`config.mk`:
```
export PLATFORM = sky130hd
export DESIGN_NAME = pcda_top
export DESIGN_NICKNAME = d
export VERILOG_FILES = /design/src/rtl/pcda_pkg.sv /design/src/rtl/pcda_item_fmt.sv /design/src/rtl/pcda_item_seq.sv /design/src/rtl/pcda_top.sv
export VERILOG_INCLUDE_DIRS = /design/src /design/src/rtl
export SDC_FILE = /design/constraint.sdc
export NUM_CORES = 2
export LEC_CHECK = 0
export ABC_CLOCK_PERIOD_IN_PS = 53600
export BUFFER_PORTS_ARGS = -buffer_cell sky130_fd_sc_hd__buf_2
export CORE_ASPECT_RATIO = 2
export CORE_MARGIN = 2
export CORE_UTILIZATION = 35
export DETAILED_ROUTE_END_ITERATION = 10
export PLACE_DENSITY_LB_ADDON = 0.05
export SETUP_SLACK_MARGIN = 0.05
export SYNTH_ARGS = -nofsm -noshare
export SYNTH_HDL_FRONTEND = slang
export SYNTH_SLANG_ARGS = --single-unit
```
`constraint.sdc`:
```
create_clock -name sys_clk_i -period 53.6 [get_ports sys_clk_i]
set_input_delay 10.72 -clock sys_clk_i [delete_from_list [all_inputs] [get_ports sys_clk_i]]
set_output_delay 10.72 -clock sys_clk_i [all_outputs]
set_load 0.03 [all_outputs]
```
`src/rtl/pcda_params.svh`:
```
`ifndef PCDA_PARAMS_SVH
`define PCDA_PARAMS_SVH

// ****************************************************************
// Debug register selects
// ****************************************************************
`define PCDA_SEL_VALUE_READ   8'h56
`define PCDA_SEL_VALUE_WRITE  8'h57

// ****************************************************************
// Reset values and undefined read data
// ****************************************************************
`define PCDA_RDATA_RESET      32'h0000_0000
`define PCDA_SNAP_RESET       64'h0000_0000_0000_0000
`define PCDA_UNDEF_READ       32'h0000_0000

// ****************************************************************
// Item counts and layout, per counter width
// ****************************************************************
`define PCDA_LAST_EV_ITEM_32  3'h0
`define PCDA_LAST_EV_ITEM_WD  3'h1
`define PCDA_LAST_LAT_ITEM_32 3'h3
`define PCDA_LAST_LAT_ITEM_WD 3'h6
`define PCDA_HI16_PAD         16'h0000

`endif

```
`src/rtl/pcda_pkg.sv`:
```
package pcda_pkg;

   // ****************************************************************
   // Item walk state, one-hot
   // ****************************************************************
   typedef enum logic [2:0] {
      SEQ_EVT = 3'b001,
      SEQ_LAT = 3'b010,
      SEQ_END = 3'b100
   } pcda_seq_t;

   // ****************************************************************
   // One latency counter's full value set
   // ****************************************************************
   typedef struct packed {
      logic [31:0] cnt;
      logic [63:0] sum;
      logic [63:0] sq;
      logic [31:0] lmin;
      logic [31:0] lmax;
   } pcda_lat_t;

   // Position of the next item in the walk
   typedef struct packed {
      logic       valid;
      logic       is_lat;
      logic [3:0] idx;
      logic [2:0] item;
   } pcda_pos_t;

   // Preload item handed to the counting logic
   typedef struct packed {
      logic        valid;
      logic        is_lat;
      logic [3:0]  idx;
      logic [2:0]  item;
      logic [31:0] data;
   } pcda_load_t;

endpackage

```
`src/rtl/pcda_item_fmt.sv`:
```
`timescale 1ns/1ns
`include "pcda_params.svh"

// Picks the 32-bit item at a walk position from the snapshot
module pcda_item_fmt
   import pcda_pkg::*;
#(
   parameter int NUM_EV    = 4,
   parameter int NUM_LAT   = 2,
   parameter int CNT_WIDTH = 64
) (
   input  pcda_pos_t                     pos_i,
   input  wire logic [NUM_EV-1:0][63:0]  ev_snap_i,
   input  pcda_lat_t [NUM_LAT-1:0]       lat_snap_i,
   output logic [31:0]                   item_o
);

   // Upper item of a wide value: zero padded at 48, plain at 64
   function automatic logic [31:0] hi_item(input logic [63:0] v);
      if (CNT_WIDTH == 48) begin
         hi_item = {`PCDA_HI16_PAD, v[47:32]};
      end else begin
         hi_item = v[63:32];
      end
   endfunction

   logic [63:0] ev_v;
   pcda_lat_t   lat_v;

   // Item selection per width
   always_comb begin
      ev_v   = ev_snap_i[pos_i.idx[$clog2(NUM_EV+1)-1:0] % NUM_EV];
      lat_v  = lat_snap_i[pos_i.idx[$clog2(NUM_LAT+1)-1:0] % NUM_LAT];
      item_o = `PCDA_UNDEF_READ;
      if (!pos_i.valid) begin
         item_o = `PCDA_UNDEF_READ;                               // Past the last counter
      end else if (!pos_i.is_lat) begin
         if (CNT_WIDTH == 32) begin
            item_o = ev_v[31:0];                                  // RQ4
         end else if (pos_i.item == 3'h0) begin
            item_o = hi_item(ev_v);                               // RQ6 RQ8
         end else begin
            item_o = ev_v[31:0];                                  // RQ6 RQ8
         end
      end else if (CNT_WIDTH == 32) begin
         case (pos_i.item)                                        // RQ5
            3'h0: item_o = lat_v.cnt;
            3'h1: item_o = lat_v.sum[31:0];
            3'h2: item_o = lat_v.sq[31:0];
            3'h3: item_o = {lat_v.lmin[15:0], lat_v.lmax[15:0]};
            default: item_o = `PCDA_UNDEF_READ;
         endcase
      end else begin
         case (pos_i.item)                                        // RQ7 RQ9
            3'h0: item_o = lat_v.cnt;
            3'h1: item_o = hi_item(lat_v.sum);
            3'h2: item_o = lat_v.sum[31:0];
            3'h3: item_o = hi_item(lat_v.sq);
            3'h4: item_o = lat_v.sq[31:0];
            3'h5: item_o = lat_v.lmin;
            3'h6: item_o = lat_v.lmax;
            default: item_o = `PCDA_UNDEF_READ;
         endcase
      end
   end

endmodule // pcda_item_fmt

```
`src/rtl/pcda_item_seq.sv`:
```
`timescale 1ns/1ns
`include "pcda_params.svh"

// Walks event counters first, then latency counters, item by item
module pcda_item_seq
   import pcda_pkg::*;
#(
   parameter int NUM_EV    = 4,
   parameter int NUM_LAT   = 2,
   parameter int CNT_WIDTH = 64
) (
   input  wire logic      sys_clk_i,
   input  wire logic      rst_i,
   input  wire logic      restart_i,
   input  wire logic      advance_i,
   output pcda_pos_t      pos_o
);

   pcda_seq_t  state_r, state_nxt;
   logic [3:0] idx_r, idx_nxt;
   logic [2:0] item_r, item_nxt;
   logic [2:0] last_ev;
   logic [2:0] last_lat;

   // Last item index per counter kind depends on width
   assign last_ev  = (CNT_WIDTH == 32) ? `PCDA_LAST_EV_ITEM_32 : `PCDA_LAST_EV_ITEM_WD;
   assign last_lat = (CNT_WIDTH == 32) ? `PCDA_LAST_LAT_ITEM_32 : `PCDA_LAST_LAT_ITEM_WD;

   // Next position; restart wins over advance
   always_comb begin
      state_nxt = state_r;
      idx_nxt   = idx_r;
      item_nxt  = item_r;
      if (restart_i) begin                                        // RQ14
         state_nxt = SEQ_EVT;
         idx_nxt   = 4'h0;
         item_nxt  = 3'h0;
      end else if (advance_i) begin
         case (state_r)
            SEQ_EVT: begin                                        // RQ12
               if (item_r == last_ev) begin
                  item_nxt = 3'h0;
                  if (idx_r == 4'(NUM_EV - 1)) begin
                     state_nxt = SEQ_LAT;
                     idx_nxt   = 4'h0;
                  end else begin
                     idx_nxt = idx_r + 4'h1;
                  end
               end else begin
                  item_nxt = item_r + 3'h1;
               end
            end
            SEQ_LAT: begin
               if (item_r == last_lat) begin
                  item_nxt = 3'h0;
                  if (idx_r == 4'(NUM_LAT - 1)) begin
                     state_nxt = SEQ_END;
                     idx_nxt   = 4'h0;
                  end else begin
                     idx_nxt = idx_r + 4'h1;
                  end
               end else begin
                  item_nxt = item_r + 3'h1;
               end
            end
            SEQ_END: begin
               state_nxt = SEQ_END;                               // Walk parks until restart
            end
            default: begin
               state_nxt = SEQ_EVT;
               idx_nxt   = 4'h0;
               item_nxt  = 3'h0;
            end
         endcase
      end
   end

   // Position registers
   always_ff @(posedge sys_clk_i or posedge rst_i) begin
      if (rst_i) begin
         state_r <= SEQ_EVT;
         idx_r   <= 4'h0;
         item_r  <= 3'h0;
      end else begin
         state_r <= state_nxt;
         idx_r   <= idx_nxt;
         item_r  <= item_nxt;
      end
   end

   // Current position out
   assign pos_o.valid  = (state_r != SEQ_END);
   assign pos_o.is_lat = (state_r == SEQ_LAT);
   assign pos_o.idx    = idx_r;
   assign pos_o.item   = item_r;

endmodule // pcda_item_seq

```
`src/rtl/pcda_top.sv`:
```
`timescale 1ns/1ns
`include "pcda_params.svh"

// ****************************************************************
// Counter value data access over the debug register channel
// ****************************************************************

// Behaviour
// (RQ1) Value reads return the last sampled snapshot, never live counters.
// (RQ2) Writes to the value read register are ignored, no state change.
// (RQ3) Each value read returns the next item; debugger reads repeatedly.
// (RQ4) Width 32: event counter gives one item, its count.
// (RQ5) Width 32: latency gives count, sum, squared sum, packed min and max.
// (RQ6) Width 48: event gives zero-padded upper 16 bits, then lower 32.
// (RQ7) Width 48: latency gives count, padded sum pair, squared pair, min, max.
// (RQ8) Width 64: event gives upper 32 bits then lower 32 bits.
// (RQ9) Width 64: latency gives count, sum pair, squared pair, min, max.
// (RQ10) Value write register reads back undefined with no side effect.
// (RQ11) Successive value writes preload items in the same order and layout.
// (RQ12) Walk covers all event counters first, then all latency counters.
// (RQ13) Sample captures every counter value in the same cycle.
// (RQ14) Sample or reset command restarts both read and write walks.
module pcda_top
   import pcda_pkg::*;
#(
   parameter int NUM_EV    = 4,
   parameter int NUM_LAT   = 2,
   parameter int CNT_WIDTH = 64
) (
   input  wire logic                     sys_clk_i,
   input  wire logic                     rst_i,
   input  wire logic                     dbg_rd_i,
   input  wire logic                     dbg_wr_i,
   input  wire logic [7:0]               dbg_sel_i,
   input  wire logic [31:0]              dbg_wdata_i,
   input  wire logic                     sample_i,
   input  wire logic                     cmd_reset_i,
   input  wire logic [NUM_EV-1:0][63:0]  ev_live_i,
   input  pcda_lat_t [NUM_LAT-1:0]       lat_live_i,
   output logic [31:0]                   dbg_rdata_o,
   output logic                          dbg_rvalid_o,
   output pcda_load_t                    load_o
);

   // ****************************************************************
   // Access decode
   // ****************************************************************

   logic        restart;
   logic        rd_value;
   logic        rd_wonly;
   logic        wr_value;
   pcda_pos_t   rd_pos;
   pcda_pos_t   wr_pos;
   logic [31:0] rd_item;

   // Sample and reset commands restart the walks and suppress stepping
   assign restart  = sample_i | cmd_reset_i;                      // RQ14
   assign rd_value = dbg_rd_i && (dbg_sel_i == `PCDA_SEL_VALUE_READ);  // RQ3
   assign rd_wonly = dbg_rd_i && (dbg_sel_i == `PCDA_SEL_VALUE_WRITE); // RQ10
   // A write aimed at the read register matches nothing here
   assign wr_value = dbg_wr_i && (dbg_sel_i == `PCDA_SEL_VALUE_WRITE); // RQ2 RQ11

   // ****************************************************************
   // Snapshot storage
   // ****************************************************************

   logic [NUM_EV-1:0][63:0] ev_snap_r, ev_snap_nxt;
   pcda_lat_t [NUM_LAT-1:0] lat_snap_r, lat_snap_nxt;

   // All counters caught on one edge so the set is consistent
   always_comb begin
      ev_snap_nxt  = ev_snap_r;
      lat_snap_nxt = lat_snap_r;
      if (sample_i) begin
         ev_snap_nxt  = ev_live_i;                                // RQ13
         lat_snap_nxt = lat_live_i;                               // RQ13
      end
   end

   // Snapshot registers, one bank per counter
   generate
      for (genvar e = 0; e < NUM_EV; e++) begin : g_ev
         always_ff @(posedge sys_clk_i or posedge rst_i) begin
            if (rst_i) begin
               ev_snap_r[e] <= `PCDA_SNAP_RESET;
            end else begin
               ev_snap_r[e] <= ev_snap_nxt[e];
            end
         end
      end
      for (genvar l = 0; l < NUM_LAT; l++) begin : g_lat
         always_ff @(posedge sys_clk_i or posedge rst_i) begin
            if (rst_i) begin
               lat_snap_r[l] <= '0;
            end else begin
               lat_snap_r[l] <= lat_snap_nxt[l];
            end
         end
      end
   endgenerate

   // ****************************************************************
   // Read and write walks
   // ****************************************************************

   // Read walk steps only on a value read outside a restart
   pcda_item_seq #(
      .NUM_EV    (NUM_EV),
      .NUM_LAT   (NUM_LAT),
      .CNT_WIDTH (CNT_WIDTH)
   ) u_rd_seq (
      .sys_clk_i (sys_clk_i),
      .rst_i     (rst_i),
      .restart_i (restart),
      .advance_i (rd_value && !restart),                          // RQ3
      .pos_o     (rd_pos)
   );

   // Write walk is independent so reads and preloads do not disturb each other
   pcda_item_seq #(
      .NUM_EV    (NUM_EV),
      .NUM_LAT   (NUM_LAT),
      .CNT_WIDTH (CNT_WIDTH)
   ) u_wr_seq (
      .sys_clk_i (sys_clk_i),
      .rst_i     (rst_i),
      .restart_i (restart),
      .advance_i (wr_value && !restart),                          // RQ11
      .pos_o     (wr_pos)
   );

   // Item layout taken from the snapshot, not the live inputs
   pcda_item_fmt #(
      .NUM_EV    (NUM_EV),
      .NUM_LAT   (NUM_LAT),
      .CNT_WIDTH (CNT_WIDTH)
   ) u_fmt (
      .pos_i      (rd_pos),
      .ev_snap_i  (ev_snap_r),                                    // RQ1
      .lat_snap_i (lat_snap_r),                                   // RQ1
      .item_o     (rd_item)
   );

   // ****************************************************************
   // Read answer
   // ****************************************************************

   logic [31:0] rdata_r, rdata_nxt;
   logic        rvalid_r, rvalid_nxt;

   // One-cycle answer; a read racing a restart sees the old position
   always_comb begin
      rdata_nxt  = rdata_r;
      rvalid_nxt = 1'b0;
      if (rd_value) begin
         rdata_nxt  = rd_item;                                    // RQ1 RQ3
         rvalid_nxt = 1'b1;
      end else if (rd_wonly) begin
         rdata_nxt  = `PCDA_UNDEF_READ;                           // RQ10
         rvalid_nxt = 1'b1;
      end
   end

   // Read answer registers
   always_ff @(posedge sys_clk_i or posedge rst_i) begin
      if (rst_i) begin
         rdata_r  <= `PCDA_RDATA_RESET;
         rvalid_r <= 1'b0;
      end else begin
         rdata_r  <= rdata_nxt;
         rvalid_r <= rvalid_nxt;
      end
   end

   // Answer pins come straight from the registers
   assign dbg_rdata_o  = rdata_r;
   assign dbg_rvalid_o = rvalid_r;

   // ****************************************************************
   // Preload hand-off
   // ****************************************************************

   pcda_load_t load_r, load_nxt;

   // Writes past the last item or during a restart are dropped
   always_comb begin
      load_nxt       = load_r;
      load_nxt.valid = 1'b0;
      if (wr_value && !restart && wr_pos.valid) begin
         load_nxt.valid  = 1'b1;                                  // RQ11
         load_nxt.is_lat = wr_pos.is_lat;
         load_nxt.idx    = wr_pos.idx;
         load_nxt.item   = wr_pos.item;
         load_nxt.data   = dbg_wdata_i;
      end
   end

   // Preload register
   always_ff @(posedge sys_clk_i or posedge rst_i) begin
      if (rst_i) begin
         load_r <= '0;
      end else begin
         load_r <= load_nxt;
      end
   end

   // Preload pins come straight from the register
   assign load_o = load_r;

endmodule // pcda_top

```
; ---- Word-level counts from Yosys, hierarchy flattened
; Cells that the tools add are included.
[op_classes]
magnitude_cmp = 2
n_bitwise = 1
n_eq_ne = 32
n_addsub = 4
reduce_logical = 17
n_mux = 51
[op_table]
columns = cell, n
row1 = two-way mux 224 bit, 2
row2 = case mux 32 bit (7 select lines), 1
row3 = two-way mux 32 bit, 5
row4 = binary-select mux 64 bit (select 2 bit), 1
row5 = two-way mux 64 bit, 1
row6 = two-way mux 3 bit, 20
row7 = two-way mux 4 bit, 12
row8 = two-way mux 41 bit, 1
row9 = case mux 3 bit (3 select lines), 4
row10 = case mux 4 bit (3 select lines), 2
row11 = equality test 3 bit (second input constant), 6
row12 = inequality test 3 x 2 -> 1 bit (second input constant), 6
row13 = equality test 8 x 7 -> 1 bit (second input constant), 2
row14 = equality test 3 x 1 -> 1 bit (second input constant), 4
row15 = equality test 3 x 2 -> 1 bit (second input constant), 4
row16 = inequality test 3 bit (second input constant), 4
row17 = AND reduction 5 bit, 2
row18 = adder 4 x 1 -> 4 bit (second input constant), 2
row19 = equality test 4 x 1 -> 1 bit (second input constant), 2
row20 = equality test 4 x 2 -> 1 bit (second input constant), 2
row21 = AND reduction 4 bit, 2
row22 = adder 3 x 1 -> 3 bit (second input constant), 2
row23 = logical AND 1 bit, 6
row24 = nonzero test 2 bit, 3
row25 = 8 further kinds, 11
[word_totals]
in_bits = 750
out_inout_bits = 74
word_cells = 134
register_bits = 798

; ---- Depth between registers and ports, before layout
[depth]
depth_word = 6
mapped_depth = 9

; ---- By module
; A second synthesis with hierarchy kept.
[unflattened]
cells_unflattened = 2482
area_unflattened_um2 = 36517.5
[modules_own_cells]
columns = mod, cells_each, n_inst, seq_area_each_um2, area_each_um2
row1 = pcda_top, 1685, 1, 19468.7, 29136.7
row2 = pcda_item_fmt, 633, 1, 0.0, 5926.9
row3 = pcda_item_seq, 82, 2, 251.5, 726.9

; ---- Worst setup path before layout
; Ideal clock, no wire load.
[synth_timing]
path_type = input port to flip-flop
startpoint = in dbg_sel_i[7]
endpoint = reg u_wr_seq.idx_r[2]
path_stages = 5
setup_slack_ns = 41.239
t_arrival_ns = 12.283
setup_time_ns = 0.078
path_cell_list = nand4bb_4 -> or4_4 -> o21bai_4 -> or4b_1 -> a21oi_1
[synth_between]
elab_chain_cells = 5
[synth_rtl]
columns = element, line
row1 = start: declaration, pcda_top.sv:34  ; input wire logic [7:0] dbg_sel_i,
row2 = equality test 8 x 7 -> 1 bit (no line), -
row3 = logical AND 1 bit, pcda_top.sv:62  ; assign wr_value = dbg_wr_i && (dbg_sel_i == `PCDA_SEL_VALUE_WRITE);
row4 = logical AND 1 bit, pcda_top.sv:129  ; .advance_i (wr_value && !restart),
row5 = nonzero test 2 bit (no line), -
row6 = AND reduction 4 bit (no line), -
row7 = end signal: assignment, pcda_item_seq.sv:86  ; idx_r <= idx_nxt;
row8 = end: declaration, pcda_item_seq.sv:20  ; logic [3:0] idx_r, idx_nxt;
; Every way passes these cells.
; A chain may end at the register's enable or synchronous reset.

==> results.sh <==
export IMPL_status="finished, final reports clean"
export IMPL_ys_seq_elements=798
export IMPL_nNetsFinal=4056
export IMPL_cts_made_buffers=79
export IMPL_period_minus_slack_ns=14.24
export IMPL_total_power_mw=1.44
export IMPL_finalHoldViolCount=0
export IMPL_num_vias=24464
export IMPL_placed_cell_area_um2=41000
export IMPL_dpl_hpwl_um=97000
export IMPL_crit_type="primary input to async pin"
export IMPL_clockRootBuffer="clkbuf_16"
export IMPL_portBuffers=823
export IMPL_first_pass_iters=5
export IMPL_rr_worst_depth=6
export IMPL_worst_setup_path_end_kind="async pin"
export IMPL_clock_sinks=798
export IMPL_synth_edf_count=0
export IMPL_postSynthCellCount=2539
export IMPL_synth_ff_type="dfrtp_1"
export IMPL_io_pins=824
export IMPL_maxCapViolCount=0
export IMPL_rrSetupSlack_ns=48.91
export IMPL_cts_resized=0
export IMPL_grt_pass1_wl_um=185000
export IMPL_rows=165
export IMPL_globalplace_congestion=0.854
export IMPL_clk_pin_slew_worst_paths_ns=0.06
export IMPL_area_growth_pct=22.9
export IMPL_antenna_found_initial=126
export IMPL_grt_max_degree=175
export IMPL_finalMaxSlewViolations=0
export IMPL_drt_iter0_drc=1182
export IMPL_p_leak_nw=19.5
export IMPL_drtAntennaViolNets=0
export IMPL_critPathMaxFanout=174
export IMPL_cts_setup_buffers=0
export IMPL_clock_path_buffers=3
export IMPL_overflow=0
export IMPL_clock_skew_ns=0.0216
export IMPL_whs_endpoint="load_o[37]"
export IMPL_ys_seq_area_frac=0.561
export IMPL_worst_setup_path_start_kind="primary input"
export IMPL_critPathArrivalTime_ns=14.96
export IMPL_drive_gt1_frac=0.539
export IMPL_tightest_slew_ns=1.18
export IMPL_hold_path_class="flip-flop to flip-flop"
export IMPL_die_h_um=455
export IMPL_setup_viol=0
export IMPL_synth_cell_types=56
export IMPL_die_w_um=229
export IMPL_htree_levels=3
export IMPL_avgViaCountPerCell=5.15
export IMPL_slew_headroom=0.205
export IMPL_r2r_start="u_rd_seq.idx_r[0]"
export IMPL_drc_errors=0
export IMPL_power_density_nw_per_um2=32.9
export IMPL_hold_path_depth=2
export IMPL_syn_area_per_cell_um2=14.0
export IMPL_vdd_ir_drop_max_v=0.0000274
export IMPL_ctsHoldBuffers=0
export IMPL_final_util=0.433
export IMPL_initial_core_util=0.353
export IMPL_timing_final_crit_share=0.266
export IMPL_grt_pass1_vias=26575
export IMPL_core_area_um2=101000
export IMPL_avgRoutedWirePerCell_um=27.2
export IMPL_dieArea_um2=104000
export IMPL_hold_path_startpoint="load_o[37]"
export IMPL_wl_um=129000
export IMPL_rr_endpoint="dbg_rdata_o[18]"
export IMPL_finalSetupTns_ns=0
export IMPL_async_flop_share=1.00
export IMPL_clkLatencyLatePin_ns=0.67
export IMPL_syn_nets=3295
export IMPL_cts_tree="built"
export IMPL_final_area_um2=43700
export IMPL_fmax_ghz=0.0702
export IMPL_syn_area_um2=35600
export IMPL_fill_cells=9508
export IMPL_synth_warnings=0
export IMPL_gr_usage_all_layers=0.245
export IMPL_grt_setup_unrepaired="false"
export IMPL_required_ns=54.31
power breakdown:
part | switching (mW) | internal (mW)
Sequential | 0.0304 | 0.657
Clock | 0.248 | 0.320
Combinational | 0.0836 | 0.101
critical path, cell delays in order:
cell and delay [ns]:
buf_2 0.13, inv_8 0.51, buf_12 0.72, buf_4 0.88, buf_4 0.88, buf_4 0.72
state kept, by name (all words and copies together) (netlist names):
signal            count
u_rd_seq.item_r       3
dbg_rdata_o          32
ev_snap_r           256
u_wr_seq.idx_r        4
load_o               41
u_rd_seq.state_r      3
u_wr_seq.item_r       3
u_wr_seq.state_r      3
u_rd_seq.idx_r        4
dbg_rvalid_o          1
lat_snap_r          448
worst max-delay path by stage:
stage / startpoint / endpoint / cells past startpoint
2_1_floorplan: rst_i / dbg_rdata_o[0] / 1
3_3_place_gp: rst_i / lat_snap_r[367] / 6
3_5_place_dp: rst_i / lat_snap_r[146] / 6
4_1_cts: rst_i / lat_snap_r[81] / 6
5_1_grt: rst_i / lat_snap_r[268] / 6
6_report: rst_i / lat_snap_r[309] / 6
cell usage after synthesis (all sizes together) (3+ instances only):
cell type  number  area [µm²]
nor4            3        18.8
a211oi         20         150
or3            16         101
nand2b          3        18.8
nor2b           4        25.0
mux2          739        8320
buf            54         264
clkbuf        126         484
o221ai         12         105
mux4           64        1440
a32o           12         120
or4             3        26.3
nand3b          5        37.5
a21oi          45         225
nand2         190         713
a22o           22         193
o31ai           4        30.0
o21ai          12        60.1
mux2i         195        1950
nor2           35         131
nor3b           3        22.5
dfrtp         796       19900
nand3          35         175
ha              6        75.1
o22ai          85         532
nor3            5        25.0
or3b            8        70.1
a22oi           3        36.3
inv             8        30.0
o211ai          3        22.5
per-stage QoR:
step | hold WS [ns] | setup slack (ns) | std cells
floorplan | 0.467 | 20.47 | 2539
global placement | 0.450 | 38.68 | 4555
detailed placement | 0.455 | 38.51 | 4555
CTS | 0.468 | 39.26 | 4694
global route | 0.483 | 38.68 | 4714
finish | 0.463 | 39.36 | 4753
metal layers:
layer	track usage	part of all wire	up-vias	routed length, µm
li1	-	-	10880	-
met1	0.279	0.37	12338	48200
met2	0.413	0.49	857	63500
met3	0.0985	0.098	271	12700
met4	0.0928	0.032	118	4150
met5	0	0.0053	-	682
final cells by class:
class	count	area, µm²	area share
flip-flops and latches	798	20000	0.457
clock buffers	120	2410	0.0550
well taps	1336	1670	0.0382
multi-input cells	1553	14900	0.340
clock inverters	19	175	0.00401
inverters	8	37.5	0.000858
repair buffers	860	4460	0.102
diodes	59	148	0.00338
cells by family (layout without fill, tap and decap cells):
kind of cell    after synthesis  in the layout  synth area share
fa+ha+maj                     6              6           0.00211
other cells                   0             59                 0
mux                         998            998             0.329
compound gates              224            224            0.0432
flops                       798            798             0.561
buf+inv                     188           1007            0.0219
simple gates                325            325            0.0424
layout by cell type, fill, tap and decap left out, types with 3 or more instances in the layout:
cell         n
a211oi_1    20
a21oi_1     45
a22o_1      22
a32o_1      12
buf_12       4
buf_2      822
buf_4       33
clkbuf_1    19
clkbuf_16   84
clkbuf_8    17
clkinv_2    11
dfrtp_1    794
diode_2     59
ha_1         5
inv_1        7
mux2_2     739
mux2i_1    195
mux4_2      64
nand2_1    189
nand2b_1     3
nand3_1     35
nand3b_1     5
nor2_1      34
nor2b_1      4
nor3_1       4
nor3b_1      3
nor4_1       3
o211ai_1     3
o21ai_0     12
o221ai_1    12
o22ai_1     85
o31ai_1      4
or3_1       14
or3b_2       7
Power figures use the tool's default switching activity.
